--- config.mk ---
export PLATFORM = sky130hd
export DESIGN_NAME = cisl_select_latch
export DESIGN_NICKNAME = d
export VERILOG_FILES = /design/src/core/cisl_select_latch.v
export VERILOG_INCLUDE_DIRS = /design/src /design/src/inc
export SDC_FILE = /design/constraint.sdc
export NUM_CORES = 1
export LEC_CHECK = 0
export BUFFER_PORTS_ARGS = -buffer_cell sky130_fd_sc_hd__buf_2
export CAP_MARGIN = 10
export CORE_AREA = 2 2 43 45
export CTS_CLUSTER_DIAMETER = 80
export DETAILED_ROUTE_END_ITERATION = 7
export DIE_AREA = 0 0 45 47
export MAX_ROUTING_LAYER = met4
export PLACE_DENSITY = 0.72
export REMOVE_ABC_BUFFERS = 1
export SLEW_MARGIN = 5
export SYNTH_ARGS = -nofsm -noshare
export SYNTH_HDL_FRONTEND = slang
export SYNTH_HIERARCHICAL = 1
export SYNTH_SLANG_ARGS = --single-unit
--- constraint.sdc ---
create_clock -name clk -period 1.25 [get_ports clk]
set_input_delay 0.1875 -clock clk [delete_from_list [all_inputs] [get_ports clk]]
set_output_delay 0.1875 -clock clk [all_outputs]
set_load 0.05 [all_outputs]
--- src/inc/cisl_defs.vh ---
// Constants for the card interface select latch
//
// Notes on behaviour
// - Select high holds power command, voltage, clock ratio and reset values.
// - Select gates host communication only; card supply stays as commanded.
// - After reset supply is off and host lines are actively pulled high.
// - Power command falling edge turns supply on, drops active pull-ups.
// - Power command rising edge turns supply off, restores active pull-ups.
`ifndef CISL_DEFS_VH
`define CISL_DEFS_VH

// ----------------------------------------------------------------
// Reset values
// ----------------------------------------------------------------
`define CISL_RST_SELECT_N    1'h1
`define CISL_RST_POWER_CMD_N 1'h1
`define CISL_RST_SUPPLY_VOLTAGE_SEL0       1'h0
`define CISL_RST_SUPPLY_VOLTAGE_SEL1       1'h0
`define CISL_RST_RATIO1      1'h0
`define CISL_RST_RATIO2      1'h0
`define CISL_RST_CARD_RESET  1'h0
`define CISL_RST_SUPPLY      1'h0
`define CISL_RST_PULLUP      1'h1
`define CISL_RST_LINK_EN     1'h0

`endif

--- src/core/cisl_select_latch.v ---
// Select latch and host-side line control of the card interface
`timescale 1ns/1ps
`default_nettype none
`include "cisl_defs.vh"

// ----------------------------------------------------------------
// Two-stage synchroniser for one asynchronous pin
// ----------------------------------------------------------------

// Only the second stage is read by the logic beyond
module cisl_sync_bit #(
    parameter [0:0] RESET_VALUE = 1'h0
) (
    input  wire clk,
    input  wire rst,
    input  wire pin,
    output reg  synced
);

    reg first_stage;

    // First stage catches the pin, second one settles it
    always @(posedge clk) begin
        if (rst) begin
            first_stage <= RESET_VALUE;
            synced      <= RESET_VALUE;
        end else begin
            first_stage <= pin;
            synced      <= first_stage;
        end
    end

endmodule

// ----------------------------------------------------------------
// Select latch and line control
// ----------------------------------------------------------------

module cisl_select_latch (
    input  wire clk,
    input  wire rst,
    input  wire select_n,
    input  wire card_power_cmd_n,
    input  wire supply_voltage_sel0,
    input  wire supply_voltage_sel1,
    input  wire clock_ratio_sel1,
    input  wire clock_ratio_sel2,
    input  wire host_card_reset_in,
    output reg  held_power_cmd_n,
    output reg  held_voltage_sel0,
    output reg  held_voltage_sel1,
    output reg  held_ratio_sel1,
    output reg  held_ratio_sel2,
    output reg  held_card_reset,
    output reg  card_supply,
    output reg  host_link_enable,
    output reg  host_io_pullup_oe,
    output reg  host_aux_line1_pullup_oe,
    output reg  host_aux_line2_pullup_oe
);

    // ------------------------------------------------------------
    // Pin synchronisers
    // ------------------------------------------------------------

    // Settled copies of the asynchronous pins
    wire sync_select_n;
    wire sync_power_cmd_n;
    wire sync_voltage_sel0;
    wire sync_voltage_sel1;
    wire sync_ratio_sel1;
    wire sync_ratio_sel2;
    wire sync_card_reset;

    // Select resets high so nothing leaks through before settling
    cisl_sync_bit #(
        .RESET_VALUE (`CISL_RST_SELECT_N)
    ) sync_select_inst (
        .clk    (clk),
        .rst    (rst),
        .pin    (select_n),
        .synced (sync_select_n)
    );

    // Power command resets inactive, no false edge
    cisl_sync_bit #(
        .RESET_VALUE (`CISL_RST_POWER_CMD_N)
    ) sync_power_cmd_inst (
        .clk    (clk),
        .rst    (rst),
        .pin    (card_power_cmd_n),
        .synced (sync_power_cmd_n)
    );

    // Supply voltage select, low bit
    cisl_sync_bit #(
        .RESET_VALUE (`CISL_RST_SUPPLY_VOLTAGE_SEL0)
    ) sync_voltage0_inst (
        .clk    (clk),
        .rst    (rst),
        .pin    (supply_voltage_sel0),
        .synced (sync_voltage_sel0)
    );

    // Supply voltage select, high bit
    cisl_sync_bit #(
        .RESET_VALUE (`CISL_RST_SUPPLY_VOLTAGE_SEL1)
    ) sync_voltage1_inst (
        .clk    (clk),
        .rst    (rst),
        .pin    (supply_voltage_sel1),
        .synced (sync_voltage_sel1)
    );

    // Clock ratio select, first bit
    cisl_sync_bit #(
        .RESET_VALUE (`CISL_RST_RATIO1)
    ) sync_ratio1_inst (
        .clk    (clk),
        .rst    (rst),
        .pin    (clock_ratio_sel1),
        .synced (sync_ratio_sel1)
    );

    // Clock ratio select, second bit
    cisl_sync_bit #(
        .RESET_VALUE (`CISL_RST_RATIO2)
    ) sync_ratio2_inst (
        .clk    (clk),
        .rst    (rst),
        .pin    (clock_ratio_sel2),
        .synced (sync_ratio_sel2)
    );

    // Card reset request from the host
    cisl_sync_bit #(
        .RESET_VALUE (`CISL_RST_CARD_RESET)
    ) sync_card_reset_inst (
        .clk    (clk),
        .rst    (rst),
        .pin    (host_card_reset_in),
        .synced (sync_card_reset)
    );

    // ------------------------------------------------------------
    // Hold or follow the control pins
    // ------------------------------------------------------------

    reg next_held_power_cmd_n;
    reg next_held_voltage_sel0;
    reg next_held_voltage_sel1;
    reg next_held_ratio_sel1;
    reg next_held_ratio_sel2;
    reg next_held_card_reset;

    // Frozen while deselected, transparent while selected
    always @* begin
        next_held_power_cmd_n  = held_power_cmd_n;
        next_held_voltage_sel0 = held_voltage_sel0;
        next_held_voltage_sel1 = held_voltage_sel1;
        next_held_ratio_sel1   = held_ratio_sel1;
        next_held_ratio_sel2   = held_ratio_sel2;
        next_held_card_reset   = held_card_reset;
        if (!sync_select_n) begin
            next_held_power_cmd_n  = sync_power_cmd_n;
            next_held_voltage_sel0 = sync_voltage_sel0;
            next_held_voltage_sel1 = sync_voltage_sel1;
            next_held_ratio_sel1   = sync_ratio_sel1;
            next_held_ratio_sel2   = sync_ratio_sel2;
            next_held_card_reset   = sync_card_reset;
        end
    end

    // Held copies of the control pins
    always @(posedge clk) begin
        if (rst) begin
            held_power_cmd_n  <= `CISL_RST_POWER_CMD_N;
            held_voltage_sel0 <= `CISL_RST_SUPPLY_VOLTAGE_SEL0;
            held_voltage_sel1 <= `CISL_RST_SUPPLY_VOLTAGE_SEL1;
            held_ratio_sel1   <= `CISL_RST_RATIO1;
            held_ratio_sel2   <= `CISL_RST_RATIO2;
            held_card_reset   <= `CISL_RST_CARD_RESET;
        end else begin
            held_power_cmd_n  <= next_held_power_cmd_n;
            held_voltage_sel0 <= next_held_voltage_sel0;
            held_voltage_sel1 <= next_held_voltage_sel1;
            held_ratio_sel1   <= next_held_ratio_sel1;
            held_ratio_sel2   <= next_held_ratio_sel2;
            held_card_reset   <= next_held_card_reset;
        end
    end

    // ------------------------------------------------------------
    // Supply and active pull-up control
    // ------------------------------------------------------------

    reg  prev_cmd_n;
    reg  next_card_supply;
    reg  next_pullup_oe;
    reg  next_link_enable;
    wire cmd_fell;
    wire cmd_rose;

    // Edges of the held command, not of the raw pin
    assign cmd_fell = prev_cmd_n & ~held_power_cmd_n;
    assign cmd_rose = ~prev_cmd_n & held_power_cmd_n;

    // Supply and pull-ups change only on command edges
    always @* begin
        next_card_supply = card_supply;
        next_pullup_oe   = host_io_pullup_oe;
        next_link_enable = ~sync_select_n;
        if (cmd_fell) begin
            next_card_supply = 1'h1;
            next_pullup_oe   = 1'h0;
        end else if (cmd_rose) begin
            next_card_supply = 1'h0;
            next_pullup_oe   = 1'h1;
        end
    end

    // Supply off and lines pulled high out of reset
    always @(posedge clk) begin
        if (rst) begin
            prev_cmd_n               <= `CISL_RST_POWER_CMD_N;
            card_supply              <= `CISL_RST_SUPPLY;
            host_io_pullup_oe        <= `CISL_RST_PULLUP;
            host_aux_line1_pullup_oe <= `CISL_RST_PULLUP;
            host_aux_line2_pullup_oe <= `CISL_RST_PULLUP;
            host_link_enable         <= `CISL_RST_LINK_EN;
        end else begin
            prev_cmd_n               <= held_power_cmd_n;
            card_supply              <= next_card_supply;
            host_io_pullup_oe        <= next_pullup_oe;
            host_aux_line1_pullup_oe <= next_pullup_oe;
            host_aux_line2_pullup_oe <= next_pullup_oe;
            // Select gates talk only, never the supply
            host_link_enable         <= next_link_enable;
        end
    end

endmodule
`default_nettype wire

Yosys cells after proc, flatten, opt, wreduce, memory -nomap -nowiden
Index checks and enable logic that the tools add are counted.
{"block": "totals", "reg_bits": 24, "inputBits": 9, "elab_cells": 34}
{"block": "op_classes", "muxes": 4, "n_bitwise": 5, "n_reduce_logical": 1}
{"operator": "$mux 1", "n": 4}
{"operator": "$not 1->1", "n": 3}
{"operator": "$and 1x1->1", "n": 2}
{"operator": "$reduce_bool 2->1", "n": 1}

Longest topological paths before layout
Gate-level depths: netlist (run 1).
{"block": "depth", "ltp_word": 4, "ltp_mapped": 4, "ltp_nobuf": 4}

By module
The synthesis (run 1) kept the hierarchy.
{"mod": "cisl_select_latch", "n_inst": 1, "cells_each": 36, "area_each_um2": 396.6, "seq_area_each_um2": 200.2}
{"mod": "cisl_sync_bit", "n_inst": 7, "cells_each": 4, "area_each_um2": 52.6, "seq_area_each_um2": 40.0}

Worst setup path before layout (run 1)
OpenSTA, ideal clock, no wires.
{"block": "synth_timing", "kind": "flip-flop to flip-flop", "startpoint": "reg held_power_cmd_n", "endpoint": "reg host_aux_line2_pullup_oe", "setup_time_ps": 114, "arrival_ps": 1402, "t_required_ps": 1136, "path_slack_ps": -266, "stages_incl_launch_ff": 5, "synth_period_minus_slack_ps": 1516, "cell_sequence": "dfxtp_1 -> inv_1 -> ha_1 -> nand2b_1 -> a21o_1"}
{"block": "synth_via", "elab_chain_cells": 3, "word_cells_on_any_way": 5}
{"item": "start, declared", "line_no": "cisl_select_latch.v:49", "text": "output reg held_power_cmd_n,"}
{"item": "start signal, assigned", "line_no": "cisl_select_latch.v:177", "text": "held_power_cmd_n <= `CISL_RST_POWER_CMD_N;"}
{"item": "start signal, assigned", "line_no": "cisl_select_latch.v:184", "text": "held_power_cmd_n <= next_held_power_cmd_n;"}
{"item": "$not 1->1", "line_no": "cisl_select_latch.v:205", "text": "assign cmd_fell = prev_cmd_n & ~held_power_cmd_n;"}
{"item": "$and 1x1->1", "line_no": "cisl_select_latch.v:205"}
{"item": "$mux 1 or $reduce_bool 2->1 (tied branches)"}
{"item": "end signal, assigned", "line_no": "cisl_select_latch.v:229", "text": "host_aux_line2_pullup_oe <= `CISL_RST_PULLUP;"}
{"item": "end signal, assigned", "line_no": "cisl_select_latch.v:236", "text": "host_aux_line2_pullup_oe <= next_pullup_oe;"}
{"item": "end, declared", "line_no": "cisl_select_latch.v:59", "text": "output reg host_aux_line2_pullup_oe"}
Parallel ways exist; a longest one is shown, timed or not.
A chain may end at the register's enable or synchronous reset.

==> impl_metrics.ini, run 1 <==
[placed_design]
pre_cts_slack_ns = 0.0552
io_buffers = 19
placed_area_um2 = 843
dp_hpwl_um = 628
gp_congestion = 0.661

[power]
p_leak_uw = 0.000426
power_uw = 1270
peakVddDrop_v = 0.000799
power.density_mw_per_mm2 = 1420

[logic_synthesis]
synthesis.area_um2 = 764
ys_seq_area_share_pct = 62.8
ys_ff_latch = 24
synthCells = 64
synth_top_area_share_pct = 62.8
yosysTopAreaCell = dfxtp_1
syn_area_per_cell_um2 = 11.9
yosys-top-cells-area = dfxtp_1 63%, nor2b_1 8.2%, mux2i_1 7.9%
yosys_warnings = 6
yosysUniqueCellTypes = 14

[global_routing]
first_global_vias = 346
use_met2_pct = 14.6
grt.busiest_layer = met2
track_usage_pct = 10.3
grt_pass1_wl_um = 1420
use_met3_pct = 3.46
overflow = 0
grt_max_degree = 25
met1_usage_pct = 11.5
antenna_found_initial = 0

[setup_path]
crit_chain = buf_2
cp_top_family = flip-flops
cp_data_arrival_time_ns = 0.94
crit_path_end_kind = output port
cp_slowest_stage_delay_ns = 0.37
worst-setup-path-type = flop to output port
crit_required_ns = 1.06
cp-start-kind = flop
cp_max_fo = 4
crit_buf_inv = 1
critPathSlowestCell = dfxtp_1

[final_layout]
final_cell_mix = 23 x dfxtp_1, 19 x buf_2, 10 x nor2b_1
n_antenna_cell = 0
final_area_um2 = 893
post-route-util_pct = 54.1
final_common_cell = dfxtp_1
final_net_count = 95
drive_above_1_share_pct = 32.5
area_delta_synth_final_pct = 16.9

[drt]
num_vias = 448
avgViaCountPerCell = 4.48
totalWireLength_um = 947
dr.pass1.iters = 3
ant_nets = 0
drc = 0
drt-wirelength-per-cell_um = 9.47
drt_iter0_markers = 3

[clock_network]
clkTransAtPathRegs_ns = 0.11
htree_levels = 1
cts_tree = yes
cts_buffer_depth = 2
cts_root_buffer = clkbuf_4
numCtsBuffers = 3
cts_setup_buffers = 0
clock-sinks = 24
clock_latency_ns = 0.30
post_cts_resized = 0
ctsHoldBuffers = 0

[floorplan]
die_width_um = 45
die_area_mm2 = 0.00212
ioPinCount = 20
die_h_um = 47
start_util_pct = 46.3
core_area_mm2 = 0.00165
fp-row-count = 15

[sta]
finalSetupViolCount = 0
relSlewSlack_pct = 74.1
hold_viol = 0
max_freq_mhz = 887
tightest_slew_ns = 0.388
rsz0062_at_grt = false
post-route-period-util_pct = 90.1
slew_viol_final = 0
fin_ws_ns = 0.123
finalCriticalPeriod_ns = 1.13
fin_worst_skew_ns = 0.000874

[run]
cap_violations = 0

[status]
status = completed

[worst_hold_path]
worstHoldPathType = input port to flop
==> power by group <==
group | switching (µW) | internal [µW] | total, µW
Sequential | 11.3 | 792 | 803
Clock | 206 | 178 | 384
Combinational | 46.9 | 37.4 | 84.3
Total | 265 | 1010 | 1270
==> metrics by stage <==
step           instances  hold WS, ns  setup TNS (ns)
4_1_cts              100       0.0347               0
3_3_place_gp          96        0.366               0
6_report             100       0.0504               0
3_5_place_dp          96        0.370               0
5_1_grt              100       0.0288               0
2_1_floorplan         60        0.254           -1.06
==> metal layers <==
layer  part of all wire, %  vias up
li1                      -      234
met1                    45      194
met2                    47       16
met3                   5.4        4
met4                   2.6        0
met5                     0        -
==> cells by family (layout without fill, tap and decap cells) <==
kind of cell / count (synthesis) / count (layout) / share of synthesized area [%]
muxes: 6 / 6 / 7.86
and+or+nand+nor: 25 / 25 / 18.5
AOI/OAI and AO/OA: 2 / 2 / 2.13
DFF: 24 / 24 / 62.8
adders and majority gates: 2 / 2 / 3.27
buffers and inverters: 5 / 24 / 5.40
==> cell usage after synthesis, drive strengths merged <==
cell,count
a211o,1
mux2i,6
a21o,1
nor2,7
buf,4
nand2b,2
ha,2
nor2b,11
inv,1
or2,5
dfxtp,24
==> cell type report <==
cell class	count	area [µm²]
multi-input combinational	35	255
inverter	1	3.75
fill	153	758
tap	17	21.3
timing repair buffer	19	95.1
clock buffer	4	36.3
sequential	24	482
==> final timing paths <==
| check | startpoint | end | slack (ns) | cells past startpoint |
|---|---|---|---|---|
| max | host_aux_line2_pullup_oe | host_aux_line1_pullup_oe | 0.12 | 1 |
| min | card_power_cmd_n | sync_power_cmd_inst/first_stage | 0.05 | 2 |
| max reg2reg | held_power_cmd_n | host_aux_line2_pullup_oe | 0.15 | 4 |
| min reg2reg | sync_select_inst/first_stage | sync_select_inst/synced | 0.42 | 1 |
No activity file was read; power rests on OpenSTA's default activity.
==> inputs of run 2 (changes only) <==
- clock period: 1.25 -> 1.1 ns (I/O delays scaled with it)
==> run 2 against run 1 <==
  * Final cell count up 2.0%
  * Combinational power up 30%
  * Non-clock buffer count up 2
  * Critical path type unchanged
  * Largest power group unchanged
==> impl_metrics.ini, run 2 (synthesis results as in run 1) <==
[status]
status = completed

[floorplan]
fp-row-count = 15
ioPinCount = 20
start_util_pct = 46.3
die_area_mm2 = 0.00212
die_width_um = 45
core_area_mm2 = 0.00165
die_h_um = 47

[sta]
fin_worst_skew_ns = 0.00329
finalSetupViolCount = 0
max_freq_mhz = 942
slew_viol_final = 0
post-route-period-util_pct = 96.5
fin_hold_ws_ns = 0.0298
tightest_slew_ns = 0.396
fin_ws_ns = 0.0384
rsz0062_at_grt = true
relSlewSlack_pct = 73.6
finalCriticalPeriod_ns = 1.06
hold_viol = 0

[clock_network]
cts_root_buffer = clkbuf_4
clock-sinks = 24
clock_latency_ns = 0.30
ctsHoldBuffers = 0
numCtsBuffers = 3
clkTransAtPathRegs_ns = 0.11
cts_tree = yes
cts_buffer_depth = 2
htree_levels = 1

[drt]
num_vias = 451
drt-wirelength-per-cell_um = 9.30
totalWireLength_um = 949
avgViaCountPerCell = 4.42
ant_nets = 0
drc = 0
dr.pass1.iters = 2
drt_iter0_markers = 3

[setup_path]
worst_r2r_path_depth = 4
worst-r2r-setup-slack_ns = 0.07
r2r-end = host_aux_line2_pullup_oe
r2r_start = held_power_cmd_n
worst-setup-path-type = flop to output port
crit_path_end_kind = output port
cp_data_arrival_time_ns = 0.90
crit_required_ns = 0.94
cp-start-kind = flop
cp_max_fo = 2

[worst_hold_path]
hold_start = card_power_cmd_n
min_path_cells = 2
worstHoldPathType = input port to flop
min_to = sync_power_cmd_inst/first_stage

[final_layout]
final_common_cell = dfxtp_1
multi_input_area_um2 = 255
drive_above_1_share_pct = 35.3
fillCellCount = 148
n_antenna_cell = 0
final_cell_mix = 23 x dfxtp_1, 10 x nor2b_1, 8 x buf_2
regArea_um2 = 482
final_net_count = 97
area_delta_synth_final_pct = 23.9

[placed_design]
io_buffers = 19
gp_congestion = 0.660
pre_cts_slack_ns = -0.0341

[global_routing]
grt_max_degree = 25
grt_pass1_wl_um = 1450
overflow = 0
antenna_found_initial = 0
track_usage_pct = 10.7
first_global_vias = 346

[power]
power.density_mw_per_mm2 = 1540
peakVddDrop_v = 0.000919
p_leak_uw = 0.000442

[run]
cap_violations = 0
[run 2: cell count changes in the layout (fill, tap and decap cells not counted)]
cell      delta
clkbuf_4     +4
inv_2        +1
buf_8        +1
buf_2       -11
buf_6        +1
inv_1        -1
buf_4        +7
[run 2: cell type report]
type,instances,share of cell area (%)
clock buffer,4,3.83
multi-input combinational,35,26.9
tap,17,2.25
timing repair buffer,21,15.7
inverter,1,0.396
sequential,24,50.9
[run 2: per-stage QoR]
step,power [µW],util (%),instance area [µm²],setup TNS (ns),std cells
finish,1460,57.3,947,0,102
global route,1530,57.3,947,-0.103,102
CTS,1480,55.7,920,0,101
detailed placement,1030,51.5,851,-0.0341,97
global placement,1020,51.5,851,0,97
floorplan,989,-,727,-1.75,60
[run 2: repair_timing]
| action | in CTS | in global routing |
|---|---|---|
| endpoints found under the setup margin | 6 | 12 |
| endpoints found under the hold margin | 0 | 0 |
| gates resized for setup | 8 | 11 |
| buffers inserted | 0 | 1 |
| pin swaps | 0 | 0 |
[run 2: worst max-delay path by stage]
stage	from	to
after floorplan	host_aux_line2_pullup_oe	host_aux_line2_pullup_oe
after global placement	held_power_cmd_n	host_aux_line2_pullup_oe
after detailed placement	held_power_cmd_n	host_aux_line2_pullup_oe
after CTS	held_voltage_sel0	held_voltage_sel0
after global routing	host_aux_line2_pullup_oe	host_aux_line2_pullup_oe
final	held_power_cmd_n	held_power_cmd_n
[run 2: routing by layer]
metal	track usage [%]	wire [µm]	up-vias
met4	10.6	10	0
met5	-	0	-
li1	-	-	240
met3	4.62	54	2
met1	12.2	467	195
met2	13.4	416	14
[run 2: worst max-delay path: stages, from the launching register on]
cell,delay [ns]
dfxtp_2,0.35
buf_6,0.11
buf_8,0.14
[run 2: report_power, final]
part	leakage (µW)	total [µW]	internal [µW]	switching, µW
Clock	0.0000210	438	202	236
Sequential	0.000197	914	900	13.5
Combinational	0.000224	110	54.0	56.0
==> inputs of run 3 (changes only) <==
- CELL_PAD_IN_SITES_DETAIL_PLACEMENT: not set -> 2
- CELL_PAD_IN_SITES_GLOBAL_PLACEMENT: not set -> 2
- CORE_AREA: 2 2 43 45 -> 2 2 53 55
- DIE_AREA: 0 0 45 47 -> 0 0 55 57
- PLACE_DENSITY: 0.72 -> not set
- PLACE_DENSITY_LB_ADDON: not set -> 0.1
==> run 3 against run 2 <==
  * Power grew 13%
  * Highest routed layer unchanged
  * Critical endpoint unchanged
  * Worst hold slack worse by 0.011 ns
  * Clock power is 42% higher
  * Combinational power about the same
==> impl_metrics.ini, run 3 (synthesis results as in run 1) <==
[drt]
drt_iter0_markers = 4
route.met3.wl_um = 60
avgViaCountPerCell = 4.16
ant_nets = 0
dr.pass1.iters = 2
drt-met1-wl_um = 549
route.met2.wl_um = 565
drc = 0
num_vias = 483
totalWireLength_um = 1190
drt-wirelength-per-cell_um = 10.2
highest_layer = met4

[clock_network]
htree_levels = 1
cts_buffer_depth = 2
clock_latency_ns = 0.31
cts_root_buffer = clkbuf_4
numCtsBuffers = 3
clock-sinks = 24
clkTransAtPathRegs_ns = 0.13
cts_tree = yes

[global_routing]
first_global_vias = 491
grt_pass1_wl_um = 1920
overflow = 0
antenna_found_initial = 0
track_usage_pct = 8.87
grt_max_degree = 25

[setup_path]
cp_max_fo = 3
crit_path_end_kind = output port
worst-setup-path-type = flop to output port
crit_required_ns = 0.94
worst_r2r_path_depth = 4
crit_path_start = held_power_cmd_n
r2r_start = held_power_cmd_n
cp_data_arrival_time_ns = 0.90
cp-start-kind = flop

[final_layout]
final_common_cell = dfxtp_1
n_antenna_cell = 0
drive_above_1_share_pct = 37.6
post-route-util_pct = 37.9
area_delta_synth_final_pct = 29.6
final_net_count = 97
final_cell_mix = 21 x dfxtp_1, 10 x nor2b_1, 8 x buf_2

[power]
combPwrFrac_pct = 6.7
netSwitchingFraction_pct = 19.6
power.density_mw_per_mm2 = 1660
p_leak_uw = 0.000453
seqPwrFrac_pct = 55.6
clkPwrFrac_pct = 37.7
peakVddDrop_v = 0.000987
power.switching_uw = 323
p_int_uw = 1320

[sta]
rsz0062_at_grt = true
relSlewSlack_pct = 73.5
fin_hold_ws_ns = 0.0186
finalSetupViolCount = 0
tightest_slew_ns = 0.397
max_freq_mhz = 937
hold_viol = 0
finalCriticalPeriod_ns = 1.07
fin_worst_skew_ns = 0.00925
tns_ns = 0
post-route-period-util_pct = 97.1
slew_viol_final = 0

[floorplan]
core_area_mm2 = 0.00262
ioPinCount = 20
die_area_mm2 = 0.00314
start_util_pct = 29.2
die_width_um = 55
die_h_um = 57
fp-row-count = 19

[worst_hold_path]
worstHoldPathType = input port to flop
hold_start = select_n
min_path_cells = 2

[placed_design]
gp_congestion = 0.598
io_buffers = 19
dp_hpwl_um = 829

[status]
status = completed

[run]
cap_violations = 0
run 3: cell count changes in the layout (fill, tap and decap cells not counted), sizes merged:
cell	before	now
clkbuf	8	5
bufinv	0	1
buf	17	19
run 3: routing by layer:
metal | track usage, % | up-vias
met5 | - | -
met4 | 5.23 | 0
met3 | 3.14 | 2
met2 | 13.4 | 12
met1 | 9.78 | 230
li1 | - | 239
run 3: timing repair:
action,in CTS,in global routing
hold buffers,0,0
gates resized for setup,9,15
buffers inserted,0,0
pin swaps,0,1
setup endpoints to repair,10,13
run 3: worst paths after layout:
path,slack [ns],endpoint
hold reg to reg,0.42,sync_select_inst/synced
setup reg to reg,0.09,host_aux_line2_pullup_oe
setup / recovery,0.03,held_power_cmd_n
hold / removal,0.02,sync_select_inst/first_stage
run 3: power groups by stage:
| stage | clock, µW | combinational [µW] | sequential [µW] |
|---|---|---|---|
| after floorplan | 0 | 33.7 | 955 |
| after detailed placement | 0 | 101 | 933 |
| final | 620 | 111 | 915 |
| after global routing | 676 | 124 | 920 |
| after global placement | 0 | 98.7 | 931 |
| after CTS | 651 | 109 | 915 |
run 3: cell type report:
| cell class | count | area, µm² |
|---|---|---|
| clock inverter | 1 | 30.0 |
| timing repair buffer | 21 | 156 |
| multi-input combinational | 35 | 255 |
| fill | 291 | 1620 |
| inverter | 1 | 3.75 |
| clock buffer | 3 | 22.5 |
| tap | 31 | 38.8 |
| sequential | 24 | 484 |
run 3: metrics by stage:
step                      cells  total power (µW)  worst slack (ns)  instance area (µm²)
after floorplan              60               989            -0.504                  727
after global placement      112              1030          -0.00334                  876
after detailed placement    112              1030           -0.0383                  876
after CTS                   116              1670           -0.0589                  961
after global routing        116              1720           -0.0202                  991
final                       116              1650            0.0323                  991
run 3: worst max-delay path, stage by stage, from the launching register on:
cell and delay, ns:
dfxtp_2 0.35, buf_6 0.12, buf_8 0.14
